==> src/design/wfc_cfg.svh <==
// Purpose: constants of the waveform output control block
// Assumes: 32-bit apb data, one word per register
// Notes:   offsets are byte addresses
`ifndef WFC_CFG_SVH
`define WFC_CFG_SVH

// ****************************************************************
// register offsets
// ****************************************************************
`define WFC_OFF_CONTROL   8'h00
`define WFC_OFF_FREQ      8'h04
`define WFC_OFF_STATUS    8'h08

// ****************************************************************
// waveform_control field positions
// ****************************************************************
`define WFC_CTL_W         16
`define WFC_B_RESET       8
`define WFC_B_HALT        7
`define WFC_B_PDOWN       6
`define WFC_B_BITEN       5
`define WFC_B_FULL        3
`define WFC_B_MODE        1
`define WFC_CTL_MASK      16'h01ea
`define WFC_CTL_RST       16'h0000

// ****************************************************************
// datapath sizes and reset values
// ****************************************************************
`define WFC_PH_W          16
`define WFC_DAC_W         10
`define WFC_DAC_MID       10'h200
`define WFC_FREQ_RST      16'h0100
`define WFC_ROM_AW        7
`define WFC_ROM_DEPTH     32

`endif

==> src/design/wfc_pkg.sv <==
// Purpose: shared types of the waveform output control block
// Assumes: constants come from wfc_cfg.svh
// Notes:   one-hot apb states
package wfc_pkg;

    typedef enum logic [1:0] {
        WFC_IDLE   = 2'b01,
        WFC_ACCESS = 2'b10
    } wfc_apb_e;

    typedef logic [9:0] wfc_dac_t;

endpackage : wfc_pkg

==> src/design/wfc_sine_rom.sv <==
// Purpose: quarter-wave sine table with registered output
// Assumes: address is top seven phase bits
// Notes:   output is offset binary around midscale
`include "wfc_cfg.svh"

module wfc_sine_rom
    import wfc_pkg::*;
(
    input  wire logic                      SYS_CLK,
    input  wire logic                      RST_N,
    input  wire logic [`WFC_ROM_AW-1:0]    addr,
    output wfc_dac_t                       data
);

    // ****************************************************************
    // table
    // ****************************************************************
    localparam logic [8:0] TBL [0:`WFC_ROM_DEPTH-1] = '{
        9'h00d, 9'h026, 9'h03f, 9'h057, 9'h070, 9'h088, 9'h0a0, 9'h0b8,
        9'h0cf, 9'h0e6, 9'h0fc, 9'h111, 9'h126, 9'h13a, 9'h14e, 9'h160,
        9'h172, 9'h183, 9'h193, 9'h1a2, 9'h1b0, 9'h1bd, 9'h1c9, 9'h1d3,
        9'h1dd, 9'h1e5, 9'h1ec, 9'h1f2, 9'h1f8, 9'h1fb, 9'h1fe, 9'h1ff
    };

    logic [4:0] idx;
    logic [8:0] mag;
    wfc_dac_t   data_d;
    wfc_dac_t   data_q;

    // ****************************************************************
    // mirror and sign
    // ****************************************************************
    always_comb begin
        idx = addr[5] ? ~addr[4:0] : addr[4:0];
        mag = TBL[idx];
        if (addr[6]) begin
            data_d = `WFC_DAC_MID - {1'b0, mag};
        end else begin
            data_d = `WFC_DAC_MID + {1'b0, mag};
        end
    end

    always_ff @(posedge SYS_CLK or negedge RST_N) begin
        if (!RST_N) begin
            data_q <= `WFC_DAC_MID;
        end else begin
            data_q <= data_d;
        end
    end

    assign data = data_q;

endmodule : wfc_sine_rom

==> src/design/wfc_top.sv <==
// Purpose: output path control of a direct digital waveform synthesizer
// Assumes: apb master, one clock, inputs synchronous to SYS_CLK
// Notes:   DAC_DATA lags the phase by two cycles
//
// The implementer's own choices: the APB register port and the register offsets.
`include "wfc_cfg.svh"

module wfc_top
    import wfc_pkg::*;
(
    input  wire logic          SYS_CLK,
    input  wire logic          RST_N,
    input  wire logic          PSEL,
    input  wire logic          PENABLE,
    input  wire logic          PWRITE,
    input  wire logic [7:0]    PADDR,
    input  wire logic [31:0]   PWDATA,
    output logic      [31:0]   PRDATA,
    output logic               PREADY,
    output logic               PSLVERR,
    output wfc_dac_t           DAC_DATA,
    output logic               DAC_POWERDOWN,
    output logic               PIN_SEL_BIT,
    output logic               PIN_BIT
);

    // ****************************************************************
    // helpers
    // ****************************************************************
    function automatic logic is_mapped(input logic [7:0] a);
        is_mapped = (a == `WFC_OFF_CONTROL) || (a == `WFC_OFF_FREQ) || (a == `WFC_OFF_STATUS);
    endfunction : is_mapped

    function automatic wfc_dac_t tri_of(input logic [`WFC_PH_W-1:0] p);
        tri_of = p[15] ? ~p[14:5] : p[14:5];
    endfunction : tri_of

    // ****************************************************************
    // apb slave
    // ****************************************************************
    wfc_apb_e                 st_q;
    wfc_apb_e                 st_d;
    logic [`WFC_CTL_W-1:0]    ctl_q;
    logic [`WFC_CTL_W-1:0]    ctl_d;
    logic [`WFC_PH_W-1:0]     freq_q;
    logic [`WFC_PH_W-1:0]     freq_d;
    logic [31:0]              rdata_q;
    logic [31:0]              rdata_d;
    logic                     err_q;
    logic                     err_d;
    logic                     wr_take;
    logic [`WFC_PH_W-1:0]     phase_q;
    logic                     pin_bit_q;

    always_comb begin
        st_d    = st_q;
        ctl_d   = ctl_q;
        freq_d  = freq_q;
        rdata_d = rdata_q;
        err_d   = err_q;
        wr_take = 1'b0;
        case (st_q)
            WFC_IDLE: begin
                if (PSEL && !PENABLE) begin
                    st_d    = WFC_ACCESS;
                    err_d   = !is_mapped(PADDR);
                    rdata_d = 32'h0000_0000;
                    if (!PWRITE && PADDR == `WFC_OFF_FREQ) begin
                        rdata_d = {16'h0000, freq_q};
                    end else if (!PWRITE && PADDR == `WFC_OFF_STATUS) begin
                        rdata_d = {14'h0000, pin_bit_q, ctl_q[`WFC_B_HALT], phase_q};
                    end
                end
            end
            WFC_ACCESS: begin
                st_d    = WFC_IDLE;
                wr_take = PSEL && PENABLE && PWRITE;
                if (wr_take && PADDR == `WFC_OFF_CONTROL) begin
                    ctl_d = PWDATA[`WFC_CTL_W-1:0] & `WFC_CTL_MASK;
                end
                if (wr_take && PADDR == `WFC_OFF_FREQ) begin
                    freq_d = PWDATA[`WFC_PH_W-1:0];
                end
            end
            default: begin
                st_d = WFC_IDLE;
            end
        endcase
    end

    always_ff @(posedge SYS_CLK or negedge RST_N) begin
        if (!RST_N) begin
            st_q    <= WFC_IDLE;
            ctl_q   <= `WFC_CTL_RST;
            freq_q  <= `WFC_FREQ_RST;
            rdata_q <= 32'h0000_0000;
            err_q   <= 1'b0;
        end else begin
            st_q    <= st_d;
            ctl_q   <= ctl_d;
            freq_q  <= freq_d;
            rdata_q <= rdata_d;
            err_q   <= err_d;
        end
    end

    assign PREADY  = (st_q == WFC_ACCESS);
    assign PRDATA  = rdata_q;
    assign PSLVERR = PREADY && err_q;

    // ****************************************************************
    // phase accumulator and waveform datapath
    // ****************************************************************
    logic                     f_rst;
    logic                     f_halt;
    logic                     f_biten;
    logic                     f_full;
    logic                     f_mode;
    logic [`WFC_PH_W-1:0]     phase_d;
    wfc_dac_t                 tri_q;
    wfc_dac_t                 tri_d;
    wfc_dac_t                 sine;
    wfc_dac_t                 dac_q;
    wfc_dac_t                 dac_d;
    logic                     div_q;
    logic                     div_d;
    logic                     msb_q;
    logic                     msb_d;
    logic                     sel_q;
    logic                     sel_d;
    logic                     pd_q;
    logic                     pd_d;
    logic                     pin_bit_d;

    assign f_rst   = ctl_q[`WFC_B_RESET];
    assign f_halt  = ctl_q[`WFC_B_HALT];
    assign f_biten = ctl_q[`WFC_B_BITEN];
    assign f_full  = ctl_q[`WFC_B_FULL];
    assign f_mode  = ctl_q[`WFC_B_MODE];

    wfc_sine_rom u_rom (
        .SYS_CLK (SYS_CLK),
        .RST_N   (RST_N),
        .addr    (phase_q[`WFC_PH_W-1 -: `WFC_ROM_AW]),
        .data    (sine)
    );

    always_comb begin
        phase_d   = phase_q;
        tri_d     = tri_of(phase_q);
        dac_d     = dac_q;
        div_d     = div_q;
        msb_d     = msb_q;
        if (f_rst) begin
            phase_d = '0;
            dac_d   = `WFC_DAC_MID;
            div_d   = 1'b0;
            msb_d   = 1'b0;
        end else if (!f_halt) begin
            phase_d = phase_q + freq_q;
            dac_d   = f_mode ? tri_q : sine;
            msb_d   = dac_q[`WFC_DAC_W-1];
            if (dac_q[`WFC_DAC_W-1] && !msb_q) begin
                div_d = !div_q;
            end
        end
        sel_d     = f_biten;
        pin_bit_d = f_full ? dac_q[`WFC_DAC_W-1] : div_q;
        pd_d      = ctl_q[`WFC_B_PDOWN];
    end

    always_ff @(posedge SYS_CLK or negedge RST_N) begin
        if (!RST_N) begin
            phase_q   <= '0;
            tri_q     <= '0;
            dac_q     <= `WFC_DAC_MID;
            div_q     <= 1'b0;
            msb_q     <= 1'b0;
            sel_q     <= 1'b0;
            pin_bit_q <= 1'b0;
            pd_q      <= 1'b0;
        end else begin
            phase_q   <= phase_d;
            tri_q     <= tri_d;
            dac_q     <= dac_d;
            div_q     <= div_d;
            msb_q     <= msb_d;
            sel_q     <= sel_d;
            pin_bit_q <= pin_bit_d;
            pd_q      <= pd_d;
        end
    end

    assign DAC_DATA      = dac_q;
    assign DAC_POWERDOWN = pd_q;
    assign PIN_SEL_BIT   = sel_q;
    assign PIN_BIT       = pin_bit_q;
endmodule : wfc_top

==> config.mk <==
export PLATFORM = sky130hd
export DESIGN_NAME = wfc_top
export DESIGN_NICKNAME = d
export VERILOG_FILES = /design/src/design/wfc_pkg.sv /design/src/design/wfc_sine_rom.sv /design/src/design/wfc_top.sv
export VERILOG_INCLUDE_DIRS = /design/src /design/src/design
export SDC_FILE = /design/constraint.sdc
export NUM_CORES = 1
export LEC_CHECK = 0
export BUFFER_PORTS_ARGS = -buffer_cell sky130_fd_sc_hd__buf_2
export CORE_ASPECT_RATIO = 1.1
export CORE_MARGIN = 8
export CORE_UTILIZATION = 50
export DETAILED_ROUTE_END_ITERATION = 10
export PLACE_DENSITY_LB_ADDON = 0.1
export SYNTH_ARGS = -nofsm -noshare
export SYNTH_HDL_FRONTEND = slang
export SYNTH_SLANG_ARGS = --single-unit
==> constraint.sdc <==
create_clock -name SYS_CLK -period 6.1 [get_ports SYS_CLK]
set_clock_uncertainty 0.1 [all_clocks]
set_input_delay 1.22 -clock SYS_CLK [delete_from_list [all_inputs] [get_ports SYS_CLK]]
set_output_delay 1.22 -clock SYS_CLK [all_outputs]
set_load 0.02 [all_outputs]
======== Word-level counts from Yosys, hierarchy flattened ========
Memories as Yosys holds them, arrays and structs flattened.
Cells that the tools add are included.
storage, ports and cells
  bits in read-only memories .............. 288
  input port bits ......................... 45
  register bits after elaboration ......... 108
  memories kept ........................... 1
cells by class
  add/subtract/negate cells ............... 3
  mux-type cells .......................... 20
  equality and inequality tests ........... 6
  $lt $le $gt $ge ......................... 1
  reduce and logical (&&, ||, !) cells .... 22
  bitwise logic cells ..................... 3
memories
  name             depth  bits a word  read ports  clocked after Yosys merged registers in  wr ports  RTL line            text
  (no name shown)  32     9            1           0                                        0         wfc_sine_rom.sv:35  mag = TBL[idx];
operators with widths
  kind                     number
  $mux W10                 5
  $mux W18                 2
  $mux W16                 2
  $mux W9                  2
  $add A16 B16 Y16         1
  $add A10 B9 Y10 const A  1
  $not A10 Y10             1
  $sub A10 B9 Y10 const A  1
  $logic_and A1 B1 Y1      9
  $eq A8 B3 Y1 const B     1
  $eq A8 B4 Y1 const B     1
  $logic_not A8 Y1         1
  $reduce_and A2 Y1        4
  $ge A6 B6 Y1 const B     1
  $mux W1                  6
  $not A5 Y6               1
  $logic_not A1 Y1         5
  $mux W5                  1
  $not A5 Y5               1
  $mux W2                  2
  $eq A2 B1 Y1 const B     1
  $eq A2 B2 Y1 const B     1
  $logic_or A1 B1 Y1       2
  $ne A2 B1 Y1 const B     1
  other kinds (2)          2

======== Longest topological paths before layout ========
Gate-level depths: netlist of run 1.
  depth after elaboration ................. 8
  depth in mapped cells ................... 15

======== Modules after synthesis ========
A second synthesis of run 1 with hierarchy kept.
second synthesis, totals
  cells, all modules ...................... 626
  area, all modules ....................... 6,103.4 um2
modules (own cells, without submodules)
  module        cells an instance  area an instance (um2)  instances
  wfc_top       435                4,543.1                 1
  wfc_sine_rom  191                1,560.2                 1

======== Least setup slack after synthesis of run 1 ========
OpenSTA, ideal clock, no wires.
  path type ............................... flip-flop to flip-flop
  from .................................... reg phase_q[14]
  to ...................................... reg u_rom.data_q[6] (netlist: u_rom.data[6])
  stages on the path, launching flop included .. 16
  setup slack ............................. 2,950 ps
  data required time ...................... 5,920 ps
  arrival ................................. 2,970 ps
  buffers on the path ..................... 5
  path through ............................ dfrtp_1 > buf_6 > buf_8 > buf_6 > buf_4 > xor2_1 > inv_1 > ha_1 > and3b_1 > o22ai_1 > o21ai_1 > or4b_1 > clkbuf_1 > ha_1 > a31oi_1 > xnor2_1
on the way
  longest elaborated chain between the ends .. 7
RTL lines
  element                                                                     RTL line            text
  start, declared                                                             wfc_top.sv:52       logic [`WFC_PH_W-1:0] phase_q;
  start signal, assigned                                                      wfc_top.sv:183      phase_q <= phase_d;
  $mux W5 (*)                                                                 wfc_sine_rom.sv:34  idx = addr[5] ? ~addr[4:0] : addr[4:0];
  $not A5 Y6 (implied by the code) (*)                                        wfc_sine_rom.sv:35
  $mem_v2 Z32 W9 (*)                                                          -
  $mux W9 (implied by the code) (*) (2 in series)                             wfc_sine_rom.sv:35
  $add A10 B9 Y10 (no source line) / $sub A10 B9 Y10 (equally long branches)  -
  $mux W10 (*)                                                                wfc_sine_rom.sv:36  if (addr[6]) begin
  named net u_rom.data_d[6]                                                   wfc_sine_rom.sv:27  wfc_dac_t data_d;
  end signal, assigned                                                        wfc_sine_rom.sv:45  data_q <= `WFC_DAC_MID;
  end signal, assigned                                                        wfc_sine_rom.sv:47  data_q <= data_d;
  end, declared                                                               wfc_sine_rom.sv:28  wfc_dac_t data_q;
The timed path passes the listed nets; every way through them passes the cells marked *. The select of a mux whose other input is x is not followed.
A chain may end at the register's enable or synchronous reset.

======== Worst setup path after layout of run 1 ========
  from .................................... reg phase_q[14]
  to ...................................... reg u_rom.data_q[7] (netlist: u_rom.data[7])
The elaborated chain is that of the path after synthesis.

==> flow_results.org, run 1 <==
** Layout
- Fraction of final layout cells sized beyond drive strength 1 :: 0.188
- The area growth from synthesis to layout is 10.1%.
- Registers take 2360 um2.
- Final Net Count :: 720
- Fill cells in the final layout number 1044.
- Summing all non-filler instances in the final layout gives an area of 6380 um2.
- The number of antenna diodes in the final layout is 0.
- The multi-input combinational cells in the finished layout cover a total of 3090 um2.

** Critical path
- In this run the critical register-to-register path is captured at u_rom.data[7].
- Crit path from :: phase_q[14]
- Minimum setup slack among reg-to-reg paths :: 2210 ps
- The number of cells on the worst reg-to-reg path is 8.
- Worst Setup Path Type :: reg -> reg
- Critical path data arrival time :: 4000 ps
- STA classifies the critical path endpoint as a flip-flop.
- In this run the worst path has a maximum fanout of 22.
- Timing endpoint of the critical path :: u_rom.data[7]
- Reg2reg start :: phase_q[14]
- Critical Path Source Type :: flip-flop
- Worst Path Required :: 6210 ps

** STA
- Final hold violation count :: 0
- Final critical-path share of the clock period :: 0.638
- Measured slew at the worst slew-check pin :: 1160 ps
- Setup repair after global routing missed its margin :: no
- Final period demand of the worst path :: 3890 ps
- Setup violations remaining at the end of the flow were counted as 0.
- Slew Viols, Final :: 0
- Derived from the worst setup path, the maximum achievable clock frequency is 257 MHz.
- Max-Slew Margin vs Limit :: 0.226
- In the final timing run, aggregate negative setup slack is 0 ps.

** Clocking
- TritonCTS built the clock tree.
- Post-CTS resize count :: 0
- After clock tree synthesis, the flow added hold-fix buffers numbering 0.
- The number of clock buffers added by TritonCTS is 9.
- Buffers added to address setup during post-CTS repair amount to 0.
- For the worst-skew pair, the clock arrives at the later sink with an insertion delay of 340 ps.
- CTS saw 94 sinks.
- Clock-pin slew was measured on the worst setup and hold paths at 70 ps.
- Clock tree buffer depth :: 2
- Htree depth :: 3
- CTS placed an instance of sky130_fd_sc_hd__clkbuf_16 at the clock tree root.

** Global routing
- Initial antenna violation count :: 0
- Vias in the first global route :: 4498
- GRT Util Overall :: 0.189
- Global-route wire length before repair :: 23500 um
- Total congestion overflow :: 0
- Entering global routing, the biggest net connects 56 pins.

** Placement
- Input and output buffers added on the ports amount to 61.
- Final RePlAce weighted congestion :: 0.878
- After legalization and detailed placement, the total HPWL measured 9890 um.
- Placed instance area :: 6080 um2

** Power and ir drop
- Leakage power total :: 2.99 nW
- Combinational share of power :: 0.071
- Share of power burned in registers :: 0.499
- Switching power as a share of total power :: 0.235
- Power density over cell area :: 204 nW/um2
- The share of total power dissipated in the clock network is 0.430.
- Across the VDD grid, the largest voltage drop is 155 uV.
- Internal power component :: 0.000998 W
- After layout, the design draws a total of 0.00130 W.
- For this design the total switching power over the nets is 0.000306 W.

** Yosys
- In the synthesized netlist the async set-or-reset flop fraction comes to 1.00.
- Averaged over all synthesized cells, the footprint is 9.49 um2.
- The mapped netlist covers 5800 um2.
- Post-synthesis cell count :: 611
- Post-synthesis sequential element count :: 94
- Number of distinct library cells after synthesis :: 84
- Main synth FF type :: sky130_fd_sc_hd__dfrtp_1
- Post-synth EDFFs :: 0
- The share of the Yosys chip area taken by registers is 0.407.
- During synthesis, Yosys emitted a total of 0 warnings.
- Among all cell types in the netlist, the one instantiated most often is sky130_fd_sc_hd__dfrtp_1.
- Dominant cells by area after synthesis :: sky130_fd_sc_hd__dfrtp_1, sky130_fd_sc_hd__ha_1, sky130_fd_sc_hd__mux2_2
- Top cell types by occurrence after synthesis :: sky130_fd_sc_hd__dfrtp_1, sky130_fd_sc_hd__nor2_1, sky130_fd_sc_hd__nand2_1
- Cell type with the highest aggregate area in the netlist :: sky130_fd_sc_hd__dfrtp_1
- Of the post-synthesis cell area, the dominant cell type holds 0.389.

** Job
- Max-cap violations :: 0

** Route
- After the first detailed-routing iteration, the DRC count stood at 289.
- 1st-pass router iterations :: 5
- Detailed routing inserted a total of 4632 vias.
- For this run, design rule violations remaining after detail routing come to 0.
- After detailed routing, the average wire length per cell comes to 17.5 um.
- After detailed routing, the total wire length is 14100 um.
- Detailed-route vias per instance :: 5.75
- Residual antenna-violating net count after detailed routing :: 0

** Die
- Starting Density :: 0.509
- The floorplan step defined a die boundary enclosing 15300 um2.
- Top-level I/O count :: 92
- After floorplanning, the core was sized to cover 11400 um2.
- Row cnt :: 41
- Measured along the y axis, the die boundary spans 129 um.
- The die is 119 um wide.

** Outcome
- The flow ran to the end, and the final reports show no timing, DRC or antenna violations.

** Hold path
- Worst Hold Launch :: ctl_q[5]
- Hold WC Path Type :: reg -> reg
[placed cells by master, fill, tap and decap left out, drive strengths merged, types with 4 or more instances in the layout]
master  instances
a21boi          4
nand3           9
and2b           5
xor2           16
nor2b           8
a22oi           6
o22ai           7
a21oi          40
xnor2          11
and2            6
a221oi         14
nor2           67
nor3b           6
a31oi           7
conb           14
o211ai          6
a21o            5
clkbuf         11
buf            69
dfrtp          90
nand4           7
o221ai          4
nor3            5
dfstp           4
ha             24
mux2           23
mux2i          16
a211oi          5
inv            21
nand2          55
o21ai          23
[critical path, cell delays in order, from the launching register on]
cell                       delay [ps]
sky130_fd_sc_hd__dfrtp_1          800
sky130_fd_sc_hd__buf_4            350
sky130_fd_sc_hd__xor2_1           450
sky130_fd_sc_hd__ha_1             450
sky130_fd_sc_hd__a211oi_1         250
sky130_fd_sc_hd__o221ai_1         160
sky130_fd_sc_hd__a222oi_1         750
sky130_fd_sc_hd__a41oi_1          260
sky130_fd_sc_hd__xnor2_1          180
[cells by family (layout without fill, tap and decap cells)]
family	after synthesis	in the layout	share of synthesized area
adders and majority gates	25	25	0.0553
other	1	14	0.000647
muxes	39	39	0.0723
and+or+nand+nor	194	194	0.169
buffers and inverters	76	107	0.0704
xor gates and xnor gates	27	27	0.0408
DFF	94	94	0.407
AOI/OAI and AO/OA	155	155	0.185
[final cells by class]
cell class                 instances  share of cell area
timing repair buffer              69              0.0576
multi-input combinational        454               0.483
inverter                          22              0.0129
clock buffer                      11              0.0380
tap                              150              0.0294
sequential                        94               0.369
clock inverter                     5             0.00921
[per-layer routing]
layer | up-vias | part of all wire | GRT usage
met5 | - | 0 | 0
met4 | 0 | 0.015 | 0.0633
met3 | 16 | 0.065 | 0.0469
met2 | 131 | 0.45 | 0.286
met1 | 2242 | 0.47 | 0.259
li1 | 2243 | - | -
[stage by stage]
| step | setup slack, ps | utilization | instances | hold WS [ps] |
|---|---|---|---|---|
| 3_5_place_dp | 2300 | 0.534 | 789 | 265 |
| 6_report | 2210 | 0.560 | 805 | 278 |
| 5_1_grt | 1920 | 0.560 | 805 | 298 |
| 4_1_cts | 2280 | 0.560 | 805 | 281 |
| 3_3_place_gp | 2360 | 0.534 | 789 | 254 |
| 2_1_floorplan | 2950 | - | 624 | 250 |
[worst min-delay path by stage]
stage / cells after the start / to / slack, ps
finish: 0 / PIN_SEL_BIT / 280
detailed placement: 0 / PIN_SEL_BIT / 270
global route: 0 / DAC_POWERDOWN / 300
CTS: 0 / PIN_SEL_BIT / 280
global placement: 0 / DAC_POWERDOWN / 250
floorplan: 0 / DAC_POWERDOWN / 250
[sequential cells by signal, summed over array words and instances (netlist names)]
signal	count
u_rom.data	10
tri_q	10
DAC_POWERDOWN	1
st_q	2
phase_q	16
PIN_SEL_BIT	1
err_q	1
msb_q	1
DAC_DATA	10
ctl_q	6
div_q	1
freq_q	16
PRDATA	18
PIN_BIT	1
[power by group through the flow]
stage / clock, W / sequential, W / combinational [W]
final: 0.000561 / 0.000650 / 0.0000930
after global routing: 0.000606 / 0.000652 / 0.000104
after CTS: 0.000575 / 0.000650 / 0.0000950
after detailed placement: 0 / 0.000662 / 0.0000949
after global placement: 0 / 0.000660 / 0.0000937
after floorplan: 0 / 0.000679 / 0.0000366
Power figures use the tool's default switching activity.
==> inputs of run 2 (changes only) <==
==> constraint.sdc (replaced) <==
create_clock -name SYS_CLK -period 3.25 [get_ports SYS_CLK]
set_clock_uncertainty 0.1 [all_clocks]
set_input_delay 0.65 -clock SYS_CLK [delete_from_list [all_inputs] [get_ports SYS_CLK]]
set_output_delay 0.65 -clock SYS_CLK [all_outputs]
set_load 0.02 [all_outputs]
==> run 2 against run 1 <==
Against the previous run:
- total power is 87% higher
- critical path depth up 1
- sequential cell count unchanged
- hold slack worse by 22 ps
- cell count up 2.1%
- sequential share of layout area is 0.96 points lower
- maximum frequency is 31% higher
- via count grew 1.2%
- first-iteration DRC count down 7.6%
- largest cell class unchanged
- largest power group unchanged
==> flow_results.org, run 2 (synthesis results as in run 1) <==
** Outcome
- Status: completed (unchanged).

** Clocking
- Number of clock sinks seen by CTS :: 94 (unchanged)
- CTS Buf Count :: 9 (unchanged)
- The maximum level of the CTS H-tree was 3 (unchanged).
- The number of buffers on the longest clock path was 2 (unchanged).
- The buffer type at the clock tree root is sky130_fd_sc_hd__clkbuf_16 (unchanged).
- Clock Latency Late Sink :: 340 ps (about the same)
- The count of hold buffers inserted by post-cts repair came to 0 (unchanged).
- Clock transition at the register clock pins on the worst setup and hold paths after CTS :: 70 ps (about the same)
- The TritonCTS clock tree is built (unchanged).

** Power and ir drop
- Power density over cell area :: 372 nW/um2 (was 204 nW/um2)
- Combinational share of power :: 0.072 (was 0.071)
- The clock network power share is 0.427 (was 0.430).
- Largest vdd supply drop :: 205 uV (was 155 uV)
- The switching component of the power came to 0.000574 W (was 0.000306 W).
- Switching power as a share of total power :: 0.235 (about the same)
- Leakage power total :: 3.09 nW (was 2.99 nW)
- The sequential share of power came to 0.500 (was 0.499).
- The design internal power came to 0.00186 W (was 0.000998 W).

** Die
- The starting density of the core came to 0.509 (unchanged).
- The width of the die was 119 um (unchanged).
- The floorplan core area was 11400 um2 (unchanged).
- Row cnt :: 41 (unchanged)
- The die span in y is 129 um (unchanged).
- The area of the die came to 15300 um2 (unchanged).
- The top-level I/O count is 92 (unchanged).

** Critical path
- The critical path's largest stage delay is 510 ps (was 800 ps).
- Critical path data arrival time :: 3070 ps (was 4000 ps)
- Most used cell along the critical path :: sky130_fd_sc_hd__buf_4
- The startpoint type of the worst setup path was a flip-flop (unchanged).
- The worst reg2reg path startpoint is phase_q[14] (unchanged).
- The peak fanout along the critical path is 10 (was 22).
- Slowest-stage cell, CP :: sky130_fd_sc_hd__dfrtp_1 (unchanged)
- Register-to-Register Path Depth :: 9 (was 8)
- The endpoint of the worst register-to-register path is u_rom.data[7] (unchanged).
- Chain of cells forming the critical path: xor2_1, buf_4, ha_1, a211oi_1, o221ai_1, a222oi_1, buf_4, a41oi_1, xnor2_1 (was buf_4, xor2_1, ha_1, a211oi_1, o221ai_1, a222oi_1, a41oi_1, xnor2_1).
- The worst setup slack for register-to-register paths was 280 ps (was 2210 ps).
- The data required time of the critical path was 3350 ps (was 6210 ps).
- The critical setup path kind was reg -> reg (unchanged).
- Kind of capture point of the worst setup path :: flip-flop (unchanged)

** Route
- Per-cell routed wire length :: 17.6 um (was 17.5 um)
- DRC Markers :: 0 (unchanged)
- The ratio of routed vias to standard cells was 5.70 (was 5.75).
- The routed wire length was 14400 um (was 14100 um).
- 1st-pass router iterations :: 4 (was 5)
- The number of vias in the routed layout came to 4688 (was 4632).
- Residual antenna-violating net count after detailed routing :: 0 (unchanged)
- Detailed router's first-iteration violation count :: 267 (was 289)

** Global routing
- The pin count of the biggest net entering global routing is 95 (was 56).
- The via count of the first global-routing pass is 4498 (unchanged).
- Initial antenna violation count :: 0 (unchanged)
- The sum of overflow across all layers after global routing is 0 (unchanged).
- The global-route total usage across every layer was 0.190 (was 0.189).
- The wire length of the first global-routing pass is 23800 um (was 23500 um).

** STA
- The final max-slew violation count came to 0 (unchanged).
- Measured slew at the worst slew-check pin :: 844 ps (was 1160 ps)
- The final-report hold violation count was 0 (unchanged).
- Final period demand of the worst path :: 2970 ps (was 3890 ps)
- Post-Route Setup TNS :: 0 ps (unchanged)
- The upper clock frequency limit was 337 MHz (was 257 MHz).
- The final period utilization was 0.914 (was 0.638).
- Endpoints failing setup :: 0 (unchanged)
- Setup repair after global routing missed its margin :: no (unchanged)
- PnR worst setup slack :: 278 ps (was 2210 ps)
- Max-Slew Margin vs Limit :: 0.437 (was 0.226)

** Layout
- Layout fillers :: 1035 (was 1044)
- Diodes inserted :: 0 (unchanged)
- The flip-flop count of the largest register after layout is 18 (unchanged).
- Leading cell type in the layout, fill and taps excluded :: sky130_fd_sc_hd__dfrtp_1 (unchanged)
- The area growth from synthesis to final layout came to 13.1% (was 10.1%).
- Area taken by multi-input logic gates :: 3100 um2 (was 3090 um2)
- Final Net Count :: 737 (was 720)
- The share of layout cells above drive strength 1 came to 0.213 (was 0.188).
- Sequential standard cell area :: 2360 um2 (unchanged)
- Top library cells by usage in the layout, fill and taps aside :: sky130_fd_sc_hd__dfrtp_1, sky130_fd_sc_hd__nor2_1, sky130_fd_sc_hd__buf_2 (unchanged)

** Placement
- The number of buffers added on ports was 61 (unchanged).
- Final RePlAce weighted congestion :: 0.885 (was 0.878)
- Post-Place Setup Slack :: 258 ps (was 2300 ps)
- Detailed placer's ending HPWL :: 10300 um (was 9890 um)

** Hold path
- The worst min-delay path class is in -> async (was reg -> reg).

** Job
- The number of max-cap violations came to 0 (unchanged).
-- run 2: cell count changes in the layout (fill, tap and decap cells not counted), sizes merged --
cell,delta
buf,+17
clkbuf,+2
clkinv,-1
bufinv,-1
clkinvlp,-1
inv,+1
-- run 2: critical path, delay by kind of cell (launching register included) --
kind            cells  cell delay [ps]
buf+inv             2              380
fa+ha+maj           1              430
flops               1              510
compound gates      4             1060
xor+xnor            2              380
-- run 2: final cells by class --
type,count,area share
Inverter,22,0.0126
Timing Repair Buffer,86,0.0794
Clock inverter,3,0.00382
Multi-Input combinational cell,454,0.473
Tap cell,150,0.0286
Sequential cell,94,0.360
Clock buffer,13,0.0428
-- run 2: worst max-delay path by stage --
| stage | from | end | cells after the start |
|---|---|---|---|
| global placement | phase_q[14] | u_rom.data[7] | 9 |
| global route | phase_q[14] | u_rom.data[6] | 10 |
| detailed placement | phase_q[14] | u_rom.data[7] | 9 |
| CTS | phase_q[14] | u_rom.data[7] | 9 |
| floorplan | phase_q[14] | u_rom.data[6] | 15 |
| finish | phase_q[14] | u_rom.data[7] | 9 |
-- run 2: timing repair --
item / in CTS / in global routing
setup endpoints to repair: 0 / 1
hold endpoints to repair: 0 / 0
buffers inserted: 0 / 0
resized for setup: 0 / 2
-- run 2: per-layer routing --
| layer | GRT usage | wire length (um) |
|---|---|---|
| met1 | 0.265 | 7020 |
| met2 | 0.298 | 6500 |
| met3 | 0.0364 | 794 |
| met4 | 0.0454 | 125 |
| met5 | 0 | 0 |
-- run 2: stage by stage --
stage	util	power (W)	instance area (um2)	hold WS [ps]	cells
finish	0.575	0.00244	6550	256	822
global route	0.575	0.00253	6550	271	822
CTS	0.574	0.00247	6540	274	822
detailed placement	0.547	0.00142	6230	266	806
global placement	0.547	0.00142	6230	255	806
floorplan	-	0.00134	5840	250	624
-- run 2: power groups by stage --
stage / Clock (W) / Combinational (W) / Sequential (W)
after floorplan: 0 / 0.0000686 / 0.00127
after global placement: 0 / 0.000177 / 0.00124
after detailed placement: 0 / 0.000179 / 0.00124
after CTS: 0.00107 / 0.000180 / 0.00122
after global routing: 0.00112 / 0.000196 / 0.00122
final: 0.00104 / 0.000177 / 0.00122
